===== src/hw/cas_map.svh =====
// Register map, field positions, reset values and timing counts of the carrier acquisition sweep
//
// Function
// RULE1: Search confined to a symmetric window programmable from 100 Hz to 1.25 MHz.
// RULE2: Search mode with supplied demod offset starts acquisition at carrier plus offset.
// RULE3: Search mode with nonzero sweep time starts from the last lock offset.
// RULE4: Forced unlock in search mode drops lock and seeks strictly higher carrier.
// RULE5: Post-abort sweep moves upward only, wrapping from upper to lower window edge.
// RULE6: Re-acquisition searches a reduced window for a set time, then the full window.
// RULE7: Reduced window total width in hertz equals the configured symbol rate.
// RULE8: Reduced window duration comes from the sweep time setting in search mode.
// RULE9: Reduced window centred on commanded offset, else on the last lock offset.
// RULE10: Acquisition mode encoding: 0 is fast (default), 1 is search.
// RULE11: Zero sweep time disables the narrow re-acquisition behaviour.
// RULE12: Demod offset ignores writes in fast mode, is writable in search mode.
// RULE13: Lock status is high while a carrier is held, drops at once on abort or loss.
`ifndef CAS_MAP_SVH
`define CAS_MAP_SVH

// ----------------------------------------
// Register offsets (byte addresses)
// ----------------------------------------
`define CAS_OFF_CTRL 8'h00
`define CAS_OFF_RANGE 8'h04
`define CAS_OFF_SWEEP 8'h08
`define CAS_OFF_SYMRATE 8'h0C
`define CAS_OFF_DEMOD 8'h10
`define CAS_OFF_STATUS 8'h14
`define CAS_OFF_LOCKOFF 8'h18
`define CAS_OFF_TUNE 8'h1C

// ----------------------------------------
// Field positions
// ----------------------------------------
`define CAS_CTRL_MODE 0
`define CAS_CTRL_CLROFF 1
`define CAS_CTRL_UNLOCK 2
`define CAS_STAT_LOCK 0
`define CAS_STAT_NARROW 1
`define CAS_STAT_OFFSET 2

// ----------------------------------------
// Limits and reset values
// ----------------------------------------
`define CAS_RANGE_MIN_HZ 21'h000064
`define CAS_RANGE_MAX_HZ 21'h1312D0
`define CAS_RANGE_RST 21'h007530
`define CAS_SWEEP_RST 16'h0000
`define CAS_SYMRATE_RST 24'h00FA00
`define CAS_STEP_HZ 1000

// ----------------------------------------
// Timing
// ----------------------------------------
`define CAS_CLK_HZ 25000000
`define CAS_TICK_MS 1
`define CAS_DWELL_CYC 16

`endif


===== src/hw/cas_pkg.sv =====
// Types shared by the carrier acquisition sweep modules
package cas_pkg;
	// Acquisition mode selector, codes fixed by software
	typedef enum logic {CAS_MODE_FAST = 1'b0, CAS_MODE_SEARCH = 1'b1} cas_mode_t;
	// Acquisition state
	typedef enum logic [1:0] {CAS_ST_FULL, CAS_ST_NARROW, CAS_ST_LOCKED} cas_state_t;
	// Signed frequency offset from the receive carrier setting, in Hz
	typedef logic signed [25:0] cas_freq_t;
endpackage : cas_pkg


===== src/hw/cas_regs.sv =====
// APB register file of the carrier acquisition sweep
`timescale 1ns/1ps
`include "cas_map.svh"
module cas_regs (
	input wire logic clock, // System clock
	input wire logic rst_n, // Async reset, active low
	input wire logic [7:0] paddr, // APB address
	input wire logic psel, // APB select
	input wire logic penable, // APB enable
	input wire logic pwrite, // APB direction
	input wire logic [31:0] pwdata, // APB write data
	output logic [31:0] prdata, // APB read data
	output logic pready, // APB ready
	output logic pslverr, // APB error
	output cas_pkg::cas_mode_t mode, // Acquisition mode
	output logic [20:0] range_hz, // Half width of full window
	output logic [15:0] sweep_ms, // Narrow phase duration
	output logic [23:0] sym_rate, // Symbol rate in Hz
	output cas_pkg::cas_freq_t demod_off, // Commanded offset
	output logic off_set, // Commanded offset present
	output logic off_cmd, // Pulse after accepted offset write
	output logic unlock_req, // Pulse after unlock request
	input wire logic locked, // Lock status
	input wire logic narrow, // Narrow phase active
	input wire cas_pkg::cas_freq_t last_lock, // Last lock offset
	input wire cas_pkg::cas_freq_t tune // Current search point
);
	logic wr;
	logic mapped;

	// ----------------------------------------
	// Decode
	// ----------------------------------------
	// Zero wait states, so every access completes in one access cycle
	assign wr = psel && penable && pwrite;
	assign mapped = (paddr[1:0] == 2'h0) && (paddr[7:5] == 3'h0);
	assign pready = 1'b1;
	assign pslverr = psel && penable && !mapped;

	// Configuration registers, range clamped to its legal span
	always_ff @(posedge clock or negedge rst_n) begin
		if (!rst_n) begin
			mode <= cas_pkg::CAS_MODE_FAST;
			range_hz <= `CAS_RANGE_RST;
			sweep_ms <= `CAS_SWEEP_RST;
			sym_rate <= `CAS_SYMRATE_RST;
		end else if (wr) begin
			unique case (paddr)
				`CAS_OFF_CTRL: begin
					// RULE10 mode encoding
					mode <= cas_pkg::cas_mode_t'(pwdata[`CAS_CTRL_MODE]);
				end
				`CAS_OFF_RANGE: begin
					// RULE1 window limits
					if (pwdata[31:21] != 11'h000 || pwdata[20:0] > `CAS_RANGE_MAX_HZ) begin
						range_hz <= `CAS_RANGE_MAX_HZ;
					end else if (pwdata[20:0] < `CAS_RANGE_MIN_HZ) begin
						range_hz <= `CAS_RANGE_MIN_HZ;
					end else begin
						range_hz <= pwdata[20:0];
					end
				end
				`CAS_OFF_SWEEP: sweep_ms <= pwdata[15:0];
				`CAS_OFF_SYMRATE: sym_rate <= pwdata[23:0];
				default: ;
			endcase
		end
	end

	// Commanded offset and the pulses that act on the sweep
	always_ff @(posedge clock or negedge rst_n) begin
		if (!rst_n) begin
			demod_off <= '0;
			off_set <= 1'b0;
			off_cmd <= 1'b0;
			unlock_req <= 1'b0;
		end else begin
			off_cmd <= 1'b0;
			unlock_req <= wr && paddr == `CAS_OFF_CTRL && pwdata[`CAS_CTRL_UNLOCK];
			// RULE12 fast mode read only
			if (wr && paddr == `CAS_OFF_DEMOD && mode == cas_pkg::CAS_MODE_SEARCH) begin
				demod_off <= cas_pkg::cas_freq_t'(pwdata[25:0]);
				off_set <= 1'b1;
				off_cmd <= 1'b1;
			end else if (wr && paddr == `CAS_OFF_CTRL && pwdata[`CAS_CTRL_CLROFF]) begin
				off_set <= 1'b0;
			end
		end
	end

	// Read data captured in the setup cycle, held for the access cycle
	always_ff @(posedge clock or negedge rst_n) begin
		if (!rst_n) begin
			prdata <= 32'h00000000;
		end else if (psel && !penable && !pwrite) begin
			unique case (paddr)
				`CAS_OFF_CTRL: prdata <= {31'h00000000, mode};
				`CAS_OFF_RANGE: prdata <= {11'h000, range_hz};
				`CAS_OFF_SWEEP: prdata <= {16'h0000, sweep_ms};
				`CAS_OFF_SYMRATE: prdata <= {8'h00, sym_rate};
				`CAS_OFF_DEMOD: prdata <= {{6{demod_off[25]}}, demod_off};
				`CAS_OFF_STATUS: prdata <= {29'h00000000, off_set, narrow, locked};
				`CAS_OFF_LOCKOFF: prdata <= {{6{last_lock[25]}}, last_lock};
				`CAS_OFF_TUNE: prdata <= {{6{tune[25]}}, tune};
				default: prdata <= 32'h00000000;
			endcase
		end
	end
endmodule : cas_regs


===== src/hw/cas_sweep.sv =====
// Carrier acquisition sweep controller with its APB register file
`timescale 1ns/1ps
`include "cas_map.svh"
module cas_sweep #(
	parameter int MS_CYCLES = `CAS_CLK_HZ / 1000 * `CAS_TICK_MS, // Clock cycles per sweep time unit
	parameter int DWELL = `CAS_DWELL_CYC, // Cycles spent on each search step
	parameter int STEP_HZ = `CAS_STEP_HZ // Search step size in Hz
) (
	input wire logic clock, // System clock, 25 MHz
	input wire logic rst_n, // Async reset, active low
	input wire logic [7:0] paddr, // APB address
	input wire logic psel, // APB select
	input wire logic penable, // APB enable
	input wire logic pwrite, // APB direction
	input wire logic [31:0] pwdata, // APB write data
	output logic [31:0] prdata, // APB read data
	output logic pready, // APB ready
	output logic pslverr, // APB error
	input wire logic det_valid, // Detector reports a lockable carrier
	input wire cas_pkg::cas_freq_t det_offset, // Offset of that carrier
	input wire logic lock_loss, // Held carrier has been lost
	output logic locked, // Carrier held
	output logic narrow, // Reduced window active
	output cas_pkg::cas_freq_t tune_offset, // Current search point
	output cas_pkg::cas_freq_t win_lo, // Lower window edge
	output cas_pkg::cas_freq_t win_hi // Upper window edge
);
	cas_pkg::cas_mode_t mode;
	cas_pkg::cas_state_t state_reg;
	cas_pkg::cas_freq_t demod_off, last_lock_reg, tune_reg, win_lo_reg, win_hi_reg;
	cas_pkg::cas_freq_t full_lo, full_hi, nar_lo, nar_hi, cur_lo, cur_hi, center, start_pt, step;
	logic [20:0] range_hz;
	logic [15:0] sweep_ms, ms_cnt_reg;
	logic [23:0] sym_rate;
	logic [31:0] cyc_cnt_reg, dwell_cnt_reg;
	logic off_set, off_cmd, unlock_req, locked_reg, start_pend_reg;
	logic search, timed, det_hit, dwell_done, narrow_done;

	// ----------------------------------------
	// Helpers
	// ----------------------------------------
	// One step up, wrapping to the lower edge past the upper edge
	function automatic cas_pkg::cas_freq_t cas_step_up(input cas_pkg::cas_freq_t f, input cas_pkg::cas_freq_t s,
			input cas_pkg::cas_freq_t lo, input cas_pkg::cas_freq_t hi);
		cas_pkg::cas_freq_t n;
		n = f + s;
		cas_step_up = (n > hi || n < f) ? lo : n;
	endfunction : cas_step_up

	function automatic logic cas_in_win(input cas_pkg::cas_freq_t f, input cas_pkg::cas_freq_t lo,
			input cas_pkg::cas_freq_t hi);
		cas_in_win = (f >= lo) && (f <= hi);
	endfunction : cas_in_win

	// ----------------------------------------
	// Register file
	// ----------------------------------------
	cas_regs cas_regs_i (
		.clock(clock),
		.rst_n(rst_n),
		.paddr(paddr),
		.psel(psel),
		.penable(penable),
		.pwrite(pwrite),
		.pwdata(pwdata),
		.prdata(prdata),
		.pready(pready),
		.pslverr(pslverr),
		.mode(mode),
		.range_hz(range_hz),
		.sweep_ms(sweep_ms),
		.sym_rate(sym_rate),
		.demod_off(demod_off),
		.off_set(off_set),
		.off_cmd(off_cmd),
		.unlock_req(unlock_req),
		.locked(locked_reg),
		.narrow(narrow),
		.last_lock(last_lock_reg),
		.tune(tune_reg)
	);

	// ----------------------------------------
	// Windows and start point
	// ----------------------------------------
	assign search = (mode == cas_pkg::CAS_MODE_SEARCH);
	// RULE11 zero disables narrow
	assign timed = search && (sweep_ms != 16'h0000);
	assign step = cas_pkg::cas_freq_t'(STEP_HZ);
	// RULE1 full window
	assign full_hi = cas_pkg::cas_freq_t'({5'h00, range_hz});
	assign full_lo = -full_hi;
	// RULE9 narrow centre
	assign center = off_set ? demod_off : last_lock_reg;
	// RULE7 width equals symbol rate; odd rates keep the exact width
	assign nar_lo = center - cas_pkg::cas_freq_t'({3'h0, sym_rate[23:1]});
	assign nar_hi = nar_lo + cas_pkg::cas_freq_t'({2'h0, sym_rate});
	assign cur_lo = (state_reg == cas_pkg::CAS_ST_NARROW) ? nar_lo : full_lo;
	assign cur_hi = (state_reg == cas_pkg::CAS_ST_NARROW) ? nar_hi : full_hi;
	// RULE2 commanded start
	// RULE3 last lock start
	assign start_pt = (search && off_set) ? demod_off : (timed ? last_lock_reg : '0);
	assign det_hit = det_valid && (state_reg != cas_pkg::CAS_ST_LOCKED) && cas_in_win(det_offset, cur_lo, cur_hi);
	assign dwell_done = (dwell_cnt_reg == 32'(DWELL - 1));
	assign narrow_done = (ms_cnt_reg >= sweep_ms);

	// ----------------------------------------
	// Acquisition sequence
	// ----------------------------------------
	// Lock capture has priority so a carrier seen during a step is not skipped
	always_ff @(posedge clock or negedge rst_n) begin
		if (!rst_n) begin
			state_reg <= cas_pkg::CAS_ST_FULL;
			tune_reg <= '0;
			locked_reg <= 1'b0;
			last_lock_reg <= '0;
			start_pend_reg <= 1'b1;
		end else begin
			start_pend_reg <= 1'b0;
			unique case (state_reg)
				cas_pkg::CAS_ST_FULL, cas_pkg::CAS_ST_NARROW: begin
					if (det_hit) begin
						// RULE13 lock held
						state_reg <= cas_pkg::CAS_ST_LOCKED;
						locked_reg <= 1'b1;
						last_lock_reg <= det_offset;
					end else if (start_pend_reg) begin
						// RULE3 initial point
						tune_reg <= start_pt;
					end else if (off_cmd) begin
						// RULE2 restart at offset
						tune_reg <= demod_off;
						state_reg <= timed ? cas_pkg::CAS_ST_NARROW : cas_pkg::CAS_ST_FULL;
					end else if (state_reg == cas_pkg::CAS_ST_NARROW && (narrow_done || !timed)) begin
						// RULE6 back to full
						state_reg <= cas_pkg::CAS_ST_FULL;
					end else if (search && dwell_done) begin
						// RULE5 upward with wrap
						tune_reg <= cas_step_up(tune_reg, step, cur_lo, cur_hi);
					end
				end
				cas_pkg::CAS_ST_LOCKED: begin
					if (unlock_req && search) begin
						// RULE4 seek next higher
						state_reg <= cas_pkg::CAS_ST_FULL;
						locked_reg <= 1'b0;
						tune_reg <= cas_step_up(last_lock_reg, step, full_lo, full_hi);
					end else if (lock_loss || unlock_req) begin
						// RULE13 drop lock
						locked_reg <= 1'b0;
						if (timed) begin
							// RULE6 narrow first
							state_reg <= cas_pkg::CAS_ST_NARROW;
							tune_reg <= center;
						end else begin
							state_reg <= cas_pkg::CAS_ST_FULL;
							tune_reg <= start_pt;
						end
					end
				end
				default: state_reg <= cas_pkg::CAS_ST_FULL;
			endcase
		end
	end

	// ----------------------------------------
	// Narrow phase timer
	// ----------------------------------------
	// RULE8 duration from sweep time
	always_ff @(posedge clock or negedge rst_n) begin
		if (!rst_n) begin
			cyc_cnt_reg <= 32'h00000000;
			ms_cnt_reg <= 16'h0000;
		end else if (state_reg != cas_pkg::CAS_ST_NARROW || off_cmd) begin
			cyc_cnt_reg <= 32'h00000000;
			ms_cnt_reg <= 16'h0000;
		end else if (cyc_cnt_reg == 32'(MS_CYCLES - 1)) begin
			cyc_cnt_reg <= 32'h00000000;
			ms_cnt_reg <= ms_cnt_reg + 16'h0001;
		end else begin
			cyc_cnt_reg <= cyc_cnt_reg + 32'h00000001;
		end
	end

	// Dwell per search step; restarts whenever the search point is moved
	always_ff @(posedge clock or negedge rst_n) begin
		if (!rst_n) begin
			dwell_cnt_reg <= 32'h00000000;
		end else if (state_reg == cas_pkg::CAS_ST_LOCKED || dwell_done || off_cmd) begin
			dwell_cnt_reg <= 32'h00000000;
		end else begin
			dwell_cnt_reg <= dwell_cnt_reg + 32'h00000001;
		end
	end

	// ----------------------------------------
	// Outputs
	// ----------------------------------------
	// Window edges registered so the detector sees stable bounds
	always_ff @(posedge clock or negedge rst_n) begin
		if (!rst_n) begin
			win_lo_reg <= '0;
			win_hi_reg <= '0;
		end else begin
			win_lo_reg <= cur_lo;
			win_hi_reg <= cur_hi;
		end
	end

	assign win_lo = win_lo_reg;
	assign win_hi = win_hi_reg;
	assign tune_offset = tune_reg;
	assign locked = locked_reg;
	assign narrow = (state_reg == cas_pkg::CAS_ST_NARROW);

	// ----------------------------------------
	// Assertions
	// ----------------------------------------
	property p_win_full;
		@(posedge clock) disable iff (!rst_n)
		!narrow && $stable(range_hz) |=> win_hi_reg == $past(full_hi) && win_lo_reg == -win_hi_reg;
	endproperty
	a_win_full: assert property (p_win_full) else $error("full window not symmetric about range"); // RULE1

	property p_off_start;
		@(posedge clock) disable iff (!rst_n)
		off_cmd && !det_hit && !locked_reg |=> tune_reg == $past(demod_off);
	endproperty
	a_off_start: assert property (p_off_start) else $error("search did not restart at commanded offset"); // RULE2

	property p_abort_up;
		@(posedge clock) disable iff (!rst_n)
		state_reg == cas_pkg::CAS_ST_LOCKED && unlock_req && search
			|=> !locked_reg && (tune_reg > $past(last_lock_reg) || tune_reg == $past(full_lo));
	endproperty
	a_abort_up: assert property (p_abort_up) else $error("abort did not move search above aborted carrier"); // RULE4

	property p_wrap;
		@(posedge clock) disable iff (!rst_n)
		state_reg == cas_pkg::CAS_ST_FULL && search && dwell_done && !det_hit && !off_cmd && !start_pend_reg
			&& tune_reg + step > cur_hi |=> tune_reg == $past(full_lo);
	endproperty
	a_wrap: assert property (p_wrap) else $error("sweep did not wrap to lower edge"); // RULE5

	// Elapsed time ends the phase unless a lock or a new offset takes over
	property p_narrow_end;
		@(posedge clock) disable iff (!rst_n)
		narrow && narrow_done && !det_hit && !off_cmd |=> !narrow;
	endproperty
	a_narrow_end: assert property (p_narrow_end) else $error("narrow phase outlived sweep time"); // RULE6

	property p_width;
		@(posedge clock) disable iff (!rst_n)
		narrow |=> win_hi_reg - win_lo_reg == cas_pkg::cas_freq_t'({2'h0, $past(sym_rate)})
			&& win_lo_reg <= $past(center) && win_hi_reg >= $past(center);
	endproperty
	a_width: assert property (p_width) else $error("narrow window width differs from symbol rate"); // RULE7

	property p_center;
		@(posedge clock) disable iff (!rst_n)
		state_reg == cas_pkg::CAS_ST_LOCKED && lock_loss && !unlock_req && timed |=> narrow && tune_reg == $past(center);
	endproperty
	a_center: assert property (p_center) else $error("narrow search not centred after loss"); // RULE9

	property p_zero_time;
		@(posedge clock) disable iff (!rst_n)
		!timed |=> !narrow;
	endproperty
	a_zero_time: assert property (p_zero_time) else $error("narrow phase with zero sweep time"); // RULE11

	property p_fast_ro;
		@(posedge clock) disable iff (!rst_n)
		!search ##1 !search |-> $stable(demod_off) && !off_cmd;
	endproperty
	a_fast_ro: assert property (p_fast_ro) else $error("demod offset changed in fast mode"); // RULE12

	property p_lock_drop;
		@(posedge clock) disable iff (!rst_n)
		state_reg == cas_pkg::CAS_ST_LOCKED && (lock_loss || unlock_req) |=> !locked && !$past(det_hit);
	endproperty
	a_lock_drop: assert property (p_lock_drop) else $error("lock status not dropped at once"); // RULE13

	c_lock: cover property (@(posedge clock) disable iff (!rst_n) det_hit ##1 locked);
	c_abort: cover property (@(posedge clock) disable iff (!rst_n) locked && unlock_req && search ##1 !locked);
	c_wrap: cover property (@(posedge clock) disable iff (!rst_n) search && dwell_done && tune_reg + step > cur_hi);
	c_narrow_out: cover property (@(posedge clock) disable iff (!rst_n) narrow ##1 !narrow && !locked);
endmodule : cas_sweep


===== config.mk =====
export PLATFORM = sky130hd
export DESIGN_NAME = cas_sweep
export DESIGN_NICKNAME = d
export VERILOG_FILES = /design/src/hw/cas_pkg.sv /design/src/hw/cas_regs.sv /design/src/hw/cas_sweep.sv
export VERILOG_INCLUDE_DIRS = /design/src /design/src/hw
export SDC_FILE = /design/constraint.sdc
export NUM_CORES = 1
export LEC_CHECK = 0
export ABC_CLOCK_PERIOD_IN_PS = 10700
export BUFFER_PORTS_ARGS = -buffer_cell sky130_fd_sc_hd__buf_2
export CAP_MARGIN = 10
export CORE_MARGIN = 2
export CORE_UTILIZATION = 40
export DETAILED_ROUTE_END_ITERATION = 8
export GPL_TIMING_DRIVEN = 0
export HOLD_SLACK_MARGIN = 0.05
export MAX_ROUTING_LAYER = met4
export SETUP_SLACK_MARGIN = 0.1
export SYNTH_ARGS = -nofsm -noshare
export SYNTH_HDL_FRONTEND = slang
export SYNTH_SLANG_ARGS = --single-unit

===== constraint.sdc =====
create_clock -name clock -period 10.7 [get_ports clock]
set_input_delay 1.07 -clock clock [delete_from_list [all_inputs] [get_ports clock]]
set_output_delay 1.07 -clock clock [all_outputs]
set_load 0.02 [all_outputs]

==> run summary <==
status = finished clean
endpoints failing setup = 0
GRT met3 Usage = 4.752%
met2 Usage GRT = 49.21%
# hold bufs at CTS = 0
nets = 3092
total wire length = 94830 um
CP Capture Type = flip-flop
syn avg cell area = 8.682 sq um
Sink Count = 305
GRT Residual Overflow = 0
I/O Pins = 187
largest net degree at the start of global routing = 119
CP Data Required Time = 11.17 ns
Die Wd = 241.3 um
Inserted Diodes = 0
distinct cell type count after synthesis = 104
Vias/cell = 5.966
non-filler cells, final = 3602
Slew @ Worst Pin = 1.101 ns
Die Area = 0.05822 sq mm
RSZ-0062 raised after global routing = false
Mapped Cells = 2594
VDD IR-drop max = 113.9 uV
drt drc = 0
Final min period = 10.41 ns
Die H = 241.3 um
Inst Count DP = 3530
final clock skew = 0.03253 ns
final slew viol count = 0
gpl congestion = 1.083
Slew headroom = 26.31%
post-route antenna net violation count = 0
area leader, netlist = dfrtp_1
Critical Path Max Stage Delay = 0.62 ns
worst-case clock buffer depth = 3
Buffers on Ports = 185
post-route clock period utilization = 97.29%
HPWL after DPL = 78120 um
Fmax = 96.06 MHz
share of post-route cells with drive strength above 1 = 13.74%
post-synthesis async set-or-reset flop share = 100.0%
YS warnings = 0
sequential area share after synthesis = 33.97%
CTS tree = built
crit path kind = reg2reg
Post-Syn Area = 0.02252 sq mm
gr usage total = 33.41%
hold slack = 0.4529 ns
initial DRC count = 2307
Inserted Clock Buffers = 39
vias in the first global route = 20740
CTS root buffer = clkbuf_16
GR peak layer = met2
Max H-tree Level = 2
number of flops mapped to enable cells by yosys = 0
area share of the largest cell type after synthesis = 32.34%
PD cells = 262.1 mW/mm^2
DRT Pass-1 Iters = 5
area grow syn2layout = 14.55%
worst hold path type = reg2reg
post-CTS setup buffers = 0
antenna violations before repair = 1
Critical Path Fanout Max = 10
Setup crit start kind = flip-flop
FF+latch count, synth = 305
CTS clk-pin slew, worst paths = 0.06 ns
Post-synth top cells = dfrtp_1, nor2_1, nand2_1
P_leak = 12.15 nW
Final Hold Fails = 0
first-pass GRT wire length = 137100 um
crit path DAT = 10.88 ns
vias = 21490
count leader, synth = dfrtp_1
Initial Util = 40.64%
met1 Resource Use GR = 45.86%
DR WL/cell = 26.33 um
main flop type after synthesis = dfrtp_1
Clock Latency Late Sink = 0.58 ns
slowest cell on the critical path = nor4_1
Core ar. = 0.05542 sq mm
FILL cells = 5431
syn_nets = 2863
largest cells by area after synthesis = dfrtp_1, ha_1, nor2_1
Max Cap Viol = 0
# rows = 86
## per-layer routing
metal	up-vias	share of wire, %
li1	9784	-
met1	10590	45
met2	945	43
met3	174	7.7
met4	0	4.8
met5	-	0
## cell usage in the layout, fill, tap and decap left out, drive strengths merged, types with 84 or more instances in the layout
cell type,count
buf,221
ha,194
xnor2,84
dfrtp,291
o21ai,176
nand2,229
nor2,239
a21oi,135
inv,203
clkbuf,142
## report_power, final
group	leakage [nW]	switching, mW	total, mW	internal [mW]
clock network	0.638	0.567	1.37	0.807
registers	3.73	0.272	1.64	1.37
logic	7.78	2.43	3.75	1.32
total	12.1	3.27	6.76	3.49
## kinds of logic (layout without fill, tap and decap cells)
kind of cell / Yosys count / count (layout) / synth area share (%)
AOI/OAI and AO/OA: 680 / 680 / 20.32
DFF: 305 / 305 / 33.97
and+or+nand+nor: 819 / 819 / 17.43
xor gates and xnor gates: 158 / 158 / 6.178
other: 2 / 2 / 0.03335
buffers and inverters: 324 / 584 / 5.839
adders and majority gates: 198 / 198 / 11.05
muxes: 108 / 108 / 5.184
## metrics by stage
step | instance area [sq um] | setup WS, ns | util (%) | TNS [ns] | total power, mW
after floorplan | 22520 | 3.140 | - | 0 | 4.012
after global placement | 24380 | -0.1841 | 44.00 | -1.712 | 5.235
after detailed placement | 24460 | -0.2247 | 44.15 | -2.739 | 5.294
after CTS | 25790 | 0.1336 | 46.55 | 0 | 6.696
after global routing | 25800 | 0.1321 | 46.55 | 0 | 7.170
final | 25800 | 0.2899 | 46.55 | 0 | 6.762
## worst paths after layout
check | slack (ns) | cells past startpoint | from | to
min | 0.45 | 1 | dwell_cnt_reg[0] | dwell_cnt_reg[0]
max in group asynchronous | 9.13 | 2 | rst_n | dwell_cnt_reg[12]
min reg2reg | 0.45 | 1 | dwell_cnt_reg[0] | dwell_cnt_reg[0]
max reg2reg | 0.29 | 35 | cas_regs_i.off_set | last_lock_reg[20]
max | 0.29 | 35 | cas_regs_i.off_set | last_lock_reg[20]
min in group asynchronous | 0.50 | 1 | rst_n | cyc_cnt_reg[16]
## critical path, delay by kind of cell (launching register included)
family / cells / cell delay, ns
AND/OR/NAND/NOR: 12 / 3.92
adder cells (fa/ha/maj): 3 / 1.06
XOR/XNOR: 2 / 0.40
AO/OA/AOI/OAI: 14 / 2.67
flip-flops: 1 / 0.37
buffers and inverters: 4 / 1.86
## repair_timing
item,CTS,global route
gates resized for setup,2,4
hold endpoints to repair,0,0
gates cloned,0,0
endpoints found under the setup margin,30,48
pin swaps,0,0
## layout make-up
cell class,count,area (sq um),area share (%)
multi-input combinational,1965,13570,52.59
sequential,305,7650,29.66
clock buffer,51,1102,4.273
timing repair buffer,188,996.0,3.861
tap,748,935.9,3.628
inverter,200,750.7,2.910
buffer,124,569.3,2.207
clock inverter,21,225.2,0.8731
(Power assumes the default switching activity.)
